$ cat src/rtl/phase_track_pkg.sv
// Shared constants, types and phase arithmetic for the buck phase and tracking control
package phase_track_pkg;

  typedef enum logic [1:0] {MODE_SINGLE, MODE_DUAL, MODE_QUAD} gang_mode_t;
  typedef enum logic [1:0] {TRK_OFF, TRK_RAMP, TRK_FOLLOW, TRK_DISCH} trk_state_t;

  // Register byte addresses
  localparam logic [7:0] ADDR_CONFIG      = 8'h00;
  localparam logic [7:0] ADDR_PHASE_SEL   = 8'h04;
  localparam logic [7:0] ADDR_ENABLE      = 8'h08;
  localparam logic [7:0] ADDR_PARENT_RUN  = 8'h0C;
  localparam logic [7:0] ADDR_TRACK_RUN   = 8'h10;
  localparam logic [7:0] ADDR_TRACK_STBY  = 8'h14;
  localparam logic [7:0] ADDR_TRACK_START = 8'h18;
  localparam logic [7:0] ADDR_STATUS      = 8'h1C;
  localparam logic [7:0] ADDR_PHASE_OUT   = 8'h20;

  // Configuration register fields
  localparam int CFG_A_LSB    = 0;
  localparam int CFG_B_LSB    = 2;
  localparam int CFG_C_LSB    = 4;
  localparam int CFG_PD_BIT   = 6;
  localparam int CFG_TERM_BIT = 7;
  localparam int CFG_W        = 8;

  // Enable register fields
  localparam int EN_PARENT_BIT = 0;
  localparam int EN_TRACK_BIT  = 1;
  localparam int EN_STBY_BIT   = 2;
  localparam int EN_W          = 3;

  // Phase select field: rail n occupies bits [3n-1:3n-3]
  localparam int PH_W    = 3;
  localparam int PHASE_W = 18;

  // Gang configuration codes
  localparam logic [1:0] CFG_SINGLE = 2'h0;
  localparam logic [1:0] CFG_DUAL   = 2'h1;
  localparam logic [1:0] CFG_QUAD   = 2'h2;

  // Phase codes and offsets in 45 degree steps
  localparam logic [2:0] PHASE_ZERO = 3'h7;
  localparam logic [2:0] SHIFT_90   = 3'h2;
  localparam logic [2:0] SHIFT_180  = 3'h4;
  localparam logic [2:0] SHIFT_270  = 3'h6;

  // Reset values
  localparam logic [CFG_W-1:0]   CONFIG_RST    = 8'h00;
  localparam logic [PHASE_W-1:0] PHASE_SEL_RST = 18'h3_FFFF;
  localparam logic [EN_W-1:0]    ENABLE_RST    = 3'h0;
  localparam logic [7:0]         SETPOINT_RST  = 8'h00;

  // One setpoint code is 6.25 mV; the slow ramp moves 6.25 mV per microsecond
  localparam int CLK_PERIOD_NS    = 25;
  localparam int RAMP_STEP_NS     = 1000;
  localparam int RAMP_STEP_CYCLES = (RAMP_STEP_NS + CLK_PERIOD_NS - 1) / CLK_PERIOD_NS;
  localparam logic [5:0] RAMP_STEP_LAST = 6'(RAMP_STEP_CYCLES - 1);

  // Rotate a phase code by a number of 45 degree steps; code 7 stands for 0 degrees
  function automatic logic [2:0] phase_shift(input logic [2:0] code, input logic [2:0] steps);
    logic [2:0] idx;
    idx = (code == PHASE_ZERO) ? 3'h0 : code + 3'h1;
    idx = idx + steps;
    return (idx == 3'h0) ? PHASE_ZERO : idx - 3'h1;
  endfunction : phase_shift

endpackage : phase_track_pkg

$ cat src/rtl/phase_cfg_if.sv
// Interface between the control core and the phase mapper
`timescale 1ns/10ps
`default_nettype none
interface phase_cfg_if;
  import phase_track_pkg::*;
  logic [1:0]         cfg_a;
  logic [1:0]         cfg_b;
  logic [1:0]         cfg_c;
  logic [PHASE_W-1:0] sel;
  logic [PHASE_W-1:0] eff;
  gang_mode_t         mode_a;
  gang_mode_t         mode_b;
  gang_mode_t         mode_c;

  modport mapper (input cfg_a, cfg_b, cfg_c, sel, output eff, mode_a, mode_b, mode_c);
  modport ctrl   (output cfg_a, cfg_b, cfg_c, sel, input eff, mode_a, mode_b, mode_c);
endinterface : phase_cfg_if
`default_nettype wire

$ cat src/rtl/buck_phase_and_tracking_control.sv
// Phase gang decode and termination rail sequencing for the buck regulator array
//
// Added by the designer: the plain strobed port and the register offsets.
`timescale 1ns/10ps
`default_nettype none

module buck_phase_and_tracking_control (
  input  wire logic                            sys_clk,
  input  wire logic                            nrst,
  input  wire logic [7:0]                      reg_addr,
  input  wire logic [31:0]                     reg_wdata,
  input  wire logic                            reg_wr,
  input  wire logic                            reg_rd,
  output logic      [31:0]                     reg_rdata,
  input  wire logic                            seq_parent_on,
  input  wire logic                            seq_tracking_on,
  output logic      [phase_track_pkg::PHASE_W-1:0] rail_phase,
  output phase_track_pkg::gang_mode_t          group_a_mode,
  output phase_track_pkg::gang_mode_t          group_b_mode,
  output phase_track_pkg::gang_mode_t          group_c_mode,
  output logic                                 parent_enable,
  output logic                                 parent_pulldown_en,
  output logic      [7:0]                      parent_setpoint,
  output logic                                 tracking_enable,
  output logic                                 tracking_ref_follow,
  output logic      [7:0]                      tracking_dac_code,
  output logic                                 tracking_pulldown_en,
  output logic                                 tracking_highz
);
  import phase_track_pkg::*;

  phase_cfg_if pif ();

  logic [CFG_W-1:0]   cfg_reg;
  logic [PHASE_W-1:0] phase_sel_reg;
  logic [EN_W-1:0]    en_reg;
  logic [EN_W-1:0]    en_next;
  logic [7:0]         parent_run_reg;
  logic [7:0]         trk_run_reg;
  logic [7:0]         trk_stby_reg;
  logic [7:0]         trk_start_reg;
  logic               par_prev_reg;
  logic               trk_prev_reg;
  logic               trk_seq_reg;
  logic               par_seq_reg;
  trk_state_t         state_reg;
  trk_state_t         state_next;
  logic [7:0]         target_reg;
  logic [7:0]         target_next;
  logic [7:0]         dac_reg;
  logic [7:0]         dac_next;
  logic [5:0]         step_cnt_reg;

  wire par_en;
  wire trk_en;
  wire par_rise;
  wire trk_rise;
  wire same_slot;
  wire term_mode;
  wire pd_sel;
  wire at_target;
  wire step_due;
  wire wr_config;
  wire wr_phase;
  wire wr_enable;
  wire [31:0] status_word;
  wire [31:0] rd_word;

  phase_mapper u_mapper (
    .pif (pif.mapper)
  );

  assign pif.cfg_a = cfg_reg[CFG_A_LSB +: 2];
  assign pif.cfg_b = cfg_reg[CFG_B_LSB +: 2];
  assign pif.cfg_c = cfg_reg[CFG_C_LSB +: 2];
  assign pif.sel   = phase_sel_reg;

  // Register decode
  assign wr_config = reg_wr && (reg_addr == ADDR_CONFIG);
  assign wr_phase  = reg_wr && (reg_addr == ADDR_PHASE_SEL);
  assign wr_enable = reg_wr && (reg_addr == ADDR_ENABLE);

  // Sequencer pulses set the enables; a set in the same cycle as a clear wins
  assign en_next = (wr_enable ? reg_wdata[EN_W-1:0] : en_reg)
                 | {1'b0, seq_tracking_on, seq_parent_on};

  assign par_en    = en_reg[EN_PARENT_BIT];
  assign trk_en    = en_reg[EN_TRACK_BIT];
  assign par_rise  = par_en && !par_prev_reg;
  assign trk_rise  = trk_en && !trk_prev_reg;
  assign same_slot = par_rise && par_seq_reg && trk_seq_reg;
  assign term_mode = cfg_reg[CFG_TERM_BIT];
  assign pd_sel    = cfg_reg[CFG_PD_BIT];
  assign at_target = (dac_reg == target_reg);
  assign step_due  = (step_cnt_reg == RAMP_STEP_LAST);

  always_ff @(posedge sys_clk or negedge nrst)
  begin
    if (!nrst)
    begin
      cfg_reg        <= CONFIG_RST;
      phase_sel_reg  <= PHASE_SEL_RST;
      en_reg         <= ENABLE_RST;
      parent_run_reg <= SETPOINT_RST;
      trk_run_reg    <= SETPOINT_RST;
      trk_stby_reg   <= SETPOINT_RST;
      trk_start_reg  <= SETPOINT_RST;
    end
    else
    begin
      en_reg <= en_next;
      if (wr_config)
        cfg_reg <= reg_wdata[CFG_W-1:0];
      if (wr_phase)
        phase_sel_reg <= reg_wdata[PHASE_W-1:0];
      if (reg_wr && reg_addr == ADDR_PARENT_RUN)
        parent_run_reg <= reg_wdata[7:0];
      if (reg_wr && reg_addr == ADDR_TRACK_RUN)
        trk_run_reg <= reg_wdata[7:0];
      if (reg_wr && reg_addr == ADDR_TRACK_STBY)
        trk_stby_reg <= reg_wdata[7:0];
      if (reg_wr && reg_addr == ADDR_TRACK_START)
        trk_start_reg <= reg_wdata[7:0];
    end
  end

  // Tracking rail sequencing
  always_comb
  begin
    state_next  = state_reg;
    target_next = target_reg;
    unique case (state_reg)
      TRK_OFF:
        if (trk_rise)
        begin
          if (term_mode && same_slot)
            state_next = TRK_FOLLOW;
          else
          begin
            state_next  = TRK_RAMP;
            target_next = trk_seq_reg ? trk_start_reg
                        : (en_reg[EN_STBY_BIT] ? trk_stby_reg : trk_run_reg);
          end
        end
      TRK_RAMP:
        if (!trk_en)
          state_next = TRK_OFF;
        else if (at_target && term_mode && par_en)
          state_next = TRK_FOLLOW;
      TRK_FOLLOW:
        if (!trk_en)
          state_next = TRK_OFF;
        else if (!term_mode)
          state_next = TRK_RAMP;
        else if (!par_en)
          state_next = TRK_DISCH;
      TRK_DISCH:
        if (!trk_en)
          state_next = TRK_OFF;
        else if (par_en)
          state_next = TRK_FOLLOW;
    endcase
  end

  // The slow ramp starts from zero on every fresh enable; the reference is handed to the divider
  // in termination mode once the ramp has landed with the parent enabled, or at once when both rails start in the same slot
  assign dac_next = (state_reg == TRK_OFF) ? 8'h00
                  : (state_reg == TRK_RAMP && step_due && !at_target)
                    ? ((dac_reg < target_reg) ? dac_reg + 8'h01 : dac_reg - 8'h01)
                    : dac_reg;

  always_ff @(posedge sys_clk or negedge nrst)
  begin
    if (!nrst)
    begin
      state_reg    <= TRK_OFF;
      target_reg   <= SETPOINT_RST;
      dac_reg      <= SETPOINT_RST;
      step_cnt_reg <= 6'h00;
      par_prev_reg <= 1'b0;
      trk_prev_reg <= 1'b0;
      par_seq_reg  <= 1'b0;
      trk_seq_reg  <= 1'b0;
    end
    else
    begin
      state_reg    <= state_next;
      target_reg   <= target_next;
      dac_reg      <= dac_next;
      step_cnt_reg <= (state_reg != TRK_RAMP || step_due) ? 6'h00 : step_cnt_reg + 6'h01;
      par_prev_reg <= par_en;
      trk_prev_reg <= trk_en;
      par_seq_reg  <= seq_parent_on;
      trk_seq_reg  <= seq_tracking_on;
    end
  end

  assign status_word = {16'h0000, dac_reg, 4'h0, trk_en, state_reg == TRK_DISCH,
                        state_reg == TRK_FOLLOW, state_reg == TRK_RAMP};
  assign rd_word = (reg_addr == ADDR_CONFIG)      ? {24'h00_0000, cfg_reg}
                 : (reg_addr == ADDR_PHASE_SEL)   ? {14'h0000, phase_sel_reg}
                 : (reg_addr == ADDR_ENABLE)      ? {29'h0000_0000, en_reg}
                 : (reg_addr == ADDR_PARENT_RUN)  ? {24'h00_0000, parent_run_reg}
                 : (reg_addr == ADDR_TRACK_RUN)   ? {24'h00_0000, trk_run_reg}
                 : (reg_addr == ADDR_TRACK_STBY)  ? {24'h00_0000, trk_stby_reg}
                 : (reg_addr == ADDR_TRACK_START) ? {24'h00_0000, trk_start_reg}
                 : (reg_addr == ADDR_STATUS)      ? status_word
                 : (reg_addr == ADDR_PHASE_OUT)   ? {14'h0000, rail_phase}
                 : 32'h0000_0000;

  // All pin-facing outputs are registered so no decode glitch reaches the power stage
  always_ff @(posedge sys_clk or negedge nrst)
  begin
    if (!nrst)
    begin
      reg_rdata            <= 32'h0000_0000;
      rail_phase           <= PHASE_SEL_RST;
      group_a_mode         <= MODE_SINGLE;
      group_b_mode         <= MODE_SINGLE;
      group_c_mode         <= MODE_SINGLE;
      parent_enable        <= 1'b0;
      parent_pulldown_en   <= 1'b0;
      parent_setpoint      <= SETPOINT_RST;
      tracking_enable      <= 1'b0;
      tracking_ref_follow  <= 1'b0;
      tracking_dac_code    <= SETPOINT_RST;
      tracking_pulldown_en <= 1'b0;
      tracking_highz       <= 1'b1;
    end
    else
    begin
      reg_rdata            <= reg_rd ? rd_word : 32'h0000_0000;
      rail_phase           <= pif.eff;
      group_a_mode         <= pif.mode_a;
      group_b_mode         <= pif.mode_b;
      group_c_mode         <= pif.mode_c;
      parent_enable        <= par_en;
      parent_pulldown_en   <= !par_en;
      parent_setpoint      <= parent_run_reg;
      tracking_enable      <= state_reg != TRK_OFF;
      tracking_ref_follow  <= state_reg == TRK_FOLLOW || state_reg == TRK_DISCH;
      tracking_dac_code    <= dac_reg;
      tracking_pulldown_en <= state_reg == TRK_DISCH || (state_reg == TRK_OFF && pd_sel);
      tracking_highz       <= state_reg == TRK_OFF && !pd_sel;
    end
  end
endmodule : buck_phase_and_tracking_control
`default_nettype wire

$ cat src/rtl/phase_mapper.sv
// Combinational decode of gang configuration into effective per-rail phases
`timescale 1ns/10ps
`default_nettype none
module phase_mapper (
  phase_cfg_if.mapper pif
);
  import phase_track_pkg::*;

  wire       quad_a;
  wire       dual_a;
  wire       dual_b;
  wire       dual_c;
  wire [2:0] s1;
  wire [2:0] s4;
  wire [2:0] s5;

  // Reserved codes fall through to single phase
  assign quad_a = (pif.cfg_a == CFG_QUAD);
  assign dual_a = (pif.cfg_a == CFG_DUAL);
  assign dual_b = !quad_a && (pif.cfg_b == CFG_DUAL);
  assign dual_c = (pif.cfg_c == CFG_DUAL);
  assign s1 = pif.sel[2:0];
  assign s4 = pif.sel[11:9];
  assign s5 = pif.sel[14:12];

  assign pif.mode_a = quad_a ? MODE_QUAD : (dual_a ? MODE_DUAL : MODE_SINGLE);
  assign pif.mode_b = quad_a ? MODE_QUAD : (dual_b ? MODE_DUAL : MODE_SINGLE);
  assign pif.mode_c = dual_c ? MODE_DUAL : MODE_SINGLE;

  // The governing rail keeps its own select; followers are rotated from it
  assign pif.eff[2:0]   = s1;
  assign pif.eff[5:3]   = quad_a ? phase_shift(s1, SHIFT_90)
                        : dual_a ? phase_shift(s1, SHIFT_180) : pif.sel[5:3];
  assign pif.eff[8:6]   = quad_a ? phase_shift(s1, SHIFT_180)
                        : dual_b ? phase_shift(s4, SHIFT_180) : pif.sel[8:6];
  assign pif.eff[11:9]  = quad_a ? phase_shift(s1, SHIFT_270) : s4;
  assign pif.eff[14:12] = s5;
  assign pif.eff[17:15] = dual_c ? phase_shift(s5, SHIFT_180) : pif.sel[17:15];

endmodule : phase_mapper
`default_nettype wire

$ cat config.mk
export PLATFORM = sky130hd
export DESIGN_NAME = buck_phase_and_tracking_control
export DESIGN_NICKNAME = d
export VERILOG_FILES = /design/src/rtl/phase_track_pkg.sv /design/src/rtl/phase_cfg_if.sv /design/src/rtl/buck_phase_and_tracking_control.sv /design/src/rtl/phase_mapper.sv
export SDC_FILE = /design/constraint.sdc
export NUM_CORES = 1
export LEC_CHECK = 0
export BUFFER_PORTS_ARGS = -buffer_cell sky130_fd_sc_hd__buf_2
export CORE_UTILIZATION = 45
export CTS_BUF_LIST = sky130_fd_sc_hd__clkbuf_8 sky130_fd_sc_hd__clkbuf_16
export DETAILED_ROUTE_END_ITERATION = 7
export GPL_ROUTABILITY_DRIVEN = 1
export PLACE_DENSITY_LB_ADDON = 0.2
export SYNTH_ARGS = -nofsm -noshare
export SYNTH_HDL_FRONTEND = slang
export SYNTH_SLANG_ARGS = --single-unit
$ cat constraint.sdc
create_clock -name sys_clk -period 4.7 [get_ports sys_clk]
set_input_delay 0.235 -clock sys_clk [delete_from_list [all_inputs] [get_ports sys_clk]]
set_output_delay 0.235 -clock sys_clk [all_outputs]
set_load 0.02 [all_outputs]
==> impl_metrics.yaml <==
power:
  netSwitchingFraction_pct: 26.1
  p_leak_nw: 4.08
  combPwrFrac_pct: 11.0
  internal_power_mw: 2.38
  ir_worst_vdd_v: 0.000263
  finalPower_mw: 3.22
  power_density_nw_per_um2: 389
  p_switching_mw: 0.839
  p_seq_share_pct: 45.1
  clkPwrFrac_pct: 43.9
synth:
  synth_area_um2: 7040
  yosysWarnings: 0
  ys_ff_latch: 150
  synthArstFlopShare_pct: 100
  avgSynthCellArea_um2: 11.3
  syn_inst: 624
  synth-edff-count: 0
  synth_ff_type: "dfrtp_1"
  ys_seq_area_share_pct: 54.0
  synth_cell_types: 56
worst_setup_path:
  required_ps: 5050
  start_kind: "register"
  ff2ff_setup_slack_ps: 1390
  worstSetupPathType: "register to register"
  critical_path.max_fanout: 6
  end_kind: "register"
  rr_startpoint: "dac_reg[7]"
  worstRegToRegCells: 12
  cp.arrival_ps: 3660
  reg2reg_to: "dac_reg[7]"
layout:
  diodes: 0
  final_nets: 792
  drive_above_1_share_pct: 31.6
  fill_cells: 1335
  fin_util_pct: 54.2
  final_area_um2: 8270
  synthToLayoutAreaGrowth_pct: 17.5
timing:
  min_period_over_period_pct: 70.5
  tns_ps: 0
  finalHoldViolCount: 0
  finalSetupViolations: 0
  clock_skew_ps: 9.71
  drv_slew: 0
  fmax_mhz: 302
  relSlewSlack_pct: 23.0
  rsz0062_at_grt: "no"
  holdWs_ps: 30.9
  post-route-min-period_ps: 3310
  tightest_slew_ps: 1150
job:
  drv_cap: 0
worst_hold_path:
  min_from: "reg_wdata[16]"
  hold_depth: 2
  hold_class: "input port to register"
  holdPathEnd: "phase_sel_reg[16]"
detailed_routing:
  vias: 5126
  antenna_left: 0
  wirelength_mm: 17.6
  via_per_inst: 5.44
  drc_errors: 0
  wl_per_cell_um: 18.7
  dr.pass1.iters: 5
  drt_iter0_markers: 365
cts:
  clk_latency_ps: 430
  path_clk_slew_ps: 60
  cts_buffers: 17
  cts_max_path_buffers: 2
  post_cts_buffers: 0
  htree_levels: 4
  cts_resized: 0
  cts.sinks: 150
  cts_tree: "yes"
  cts-root-buf: "clkbuf_16"
die:
  core_area_um2: 15300
  initial_core_util_pct: 46.1
  dieArea_um2: 16100
  rows: 45
  die_h_um: 127
  fp.dieW_um: 127
  ioPinCount: 124
grt:
  grt_pass1_wl_mm: 27.9
  grtUsageTotal_pct: 23.2
  antenna_found_initial: 0
  gr-total-overflow: 0
  grt_pass1_vias: 5142
  grt_max_degree: 118
status:
  status: "completed"
placement:
  dpl_cell_area_um2: 7620
  hpwl_mm: 12.5
  port_buffers: 94
  place_congestion: 0.914
==> cell families (layout without fill, tap and decap cells) <==
logic type,count (synthesis),count (layout),share of synthesized area [%]
fa+ha+maj,28,28,5.08
simple gates,165,165,11.0
buf+inv,59,152,4.27
compound gates,136,136,12.1
mux,75,75,12.3
other cells,1,15,0.0533
flops,150,150,54.0
xor+xnor,10,10,1.24
==> power groups by stage <==
stage	Combinational, mW	Sequential [mW]	Clock (mW)
floorplan	0.208	1.48	0
global placement	0.344	1.47	0
detailed placement	0.353	1.47	0
CTS	0.357	1.45	1.44
global route	0.391	1.46	1.49
finish	0.354	1.45	1.41
==> critical path: stages, from the launching register on <==
cell and delay, ps:
dfrtp_1 460, ha_1 340, a21oi_1 170, nand2_1 60, o21ai_0 360, inv_1 230, ha_1 380, a21o_1 200
a21oi_1 180, a21oi_1 100, or3_1 380, a211o_1 300, o21ai_0 60
==> per-layer routing <==
layer	vias to the layer above	GRT usage (%)	share of wire, %
met4	0	9.94	2.4
met2	166	36.6	46
met5	-	0	0
li1	2373	-	-
met1	2553	30.8	45
met3	34	5.23	5.9
==> area by class of cell <==
class	instances	area, um2	share of cell area, %
tap	211	264	3.19
multi-input combinational	429	2990	36.2
timing repair buffer	98	514	6.22
sequential	150	3800	45.9
clock inverter	12	151	1.83
clock buffer	20	467	5.64
inverter	22	82.6	0.998
==> cell usage after synthesis (2+ instances only) <==
library cell	number	area, um2
and2_1	2	12.5
mux2_4	10	150
nand2b_1	9	56.3
dfrtp_1	113	2830
or2_2	3	18.8
dfstp_2	37	972
o21ai_0	41	205
buf_1	3	11.3
o22ai_1	5	31.3
xor2_1	6	52.6
nor2b_1	4	25.0
a221oi_1	2	17.5
o211a_1	4	40.0
mux2_2	50	563
a211o_1	3	26.3
a21o_1	3	22.5
a22o_1	2	17.5
o22a_1	4	35.0
nor2_1	66	248
a22oi_1	2	15.0
clkinv_1	2	7.51
o211ai_1	4	30.0
nor3_1	8	40.0
a222oi_1	8	80.1
a31oi_1	6	37.5
ha_1	27	338
or3_1	5	31.3
a211oi_1	2	15.0
xnor2_1	4	35.0
clkbuf_1	10	37.5
nand2_1	41	154
nand3_1	12	60.1
buf_4	17	128
buf_2	5	25.0
o221a_2	2	22.5
inv_1	20	75.1
nand4_1	5	31.3
mux2i_1	15	150
o21a_1	3	22.5
a21oi_1	43	215
==> worst max path at each step <==
| stage | from | endpoint | slack, ps |
|---|---|---|---|
| 6_report | dac_reg[7] | dac_reg[7] | 1390 |
| 5_1_grt | dac_reg[7] | dac_reg[7] | 1160 |
| 4_1_cts | dac_reg[7] | dac_reg[7] | 1380 |
| 3_5_place_dp | dac_reg[7] | dac_reg[7] | 1410 |
| 3_3_place_gp | dac_reg[7] | dac_reg[7] | 1460 |
| 2_1_floorplan | dac_reg[7] | dac_reg[7] | 1790 |
==> repair_timing <==
| item | in CTS | in global routing |
|---|---|---|
| setup endpoints to repair | 0 | 0 |
| hold buffers | 3 | 0 |
| endpoints found under the hold margin | 8 | 0 |
==> stage by stage <==
step / cells / setup WS, ps
after floorplan: 638 / 1790
after global placement: 907 / 1460
after detailed placement: 907 / 1410
after CTS: 942 / 1380
after global routing: 942 / 1160
final: 942 / 1390
==> cells in the final DEF (no fill, tap or decap), drive strengths merged, types with 5 or more instances in the layout <==
cell type and n:
o22ai 5, conb 15, a31oi 6, dfstp 37, nand3 12, o21ai 41, mux2i 15, clkbuf 20
a222oi 8, nor3 9, nand4 5, a21oi 43, or3 5, mux2 60, clkinv 7, xor2 6
inv 23, nor2 66, buf 95, nand2b 9, nand2 42, dfrtp 113, ha 27
No activity file was read; power rests on OpenSTA's default activity.
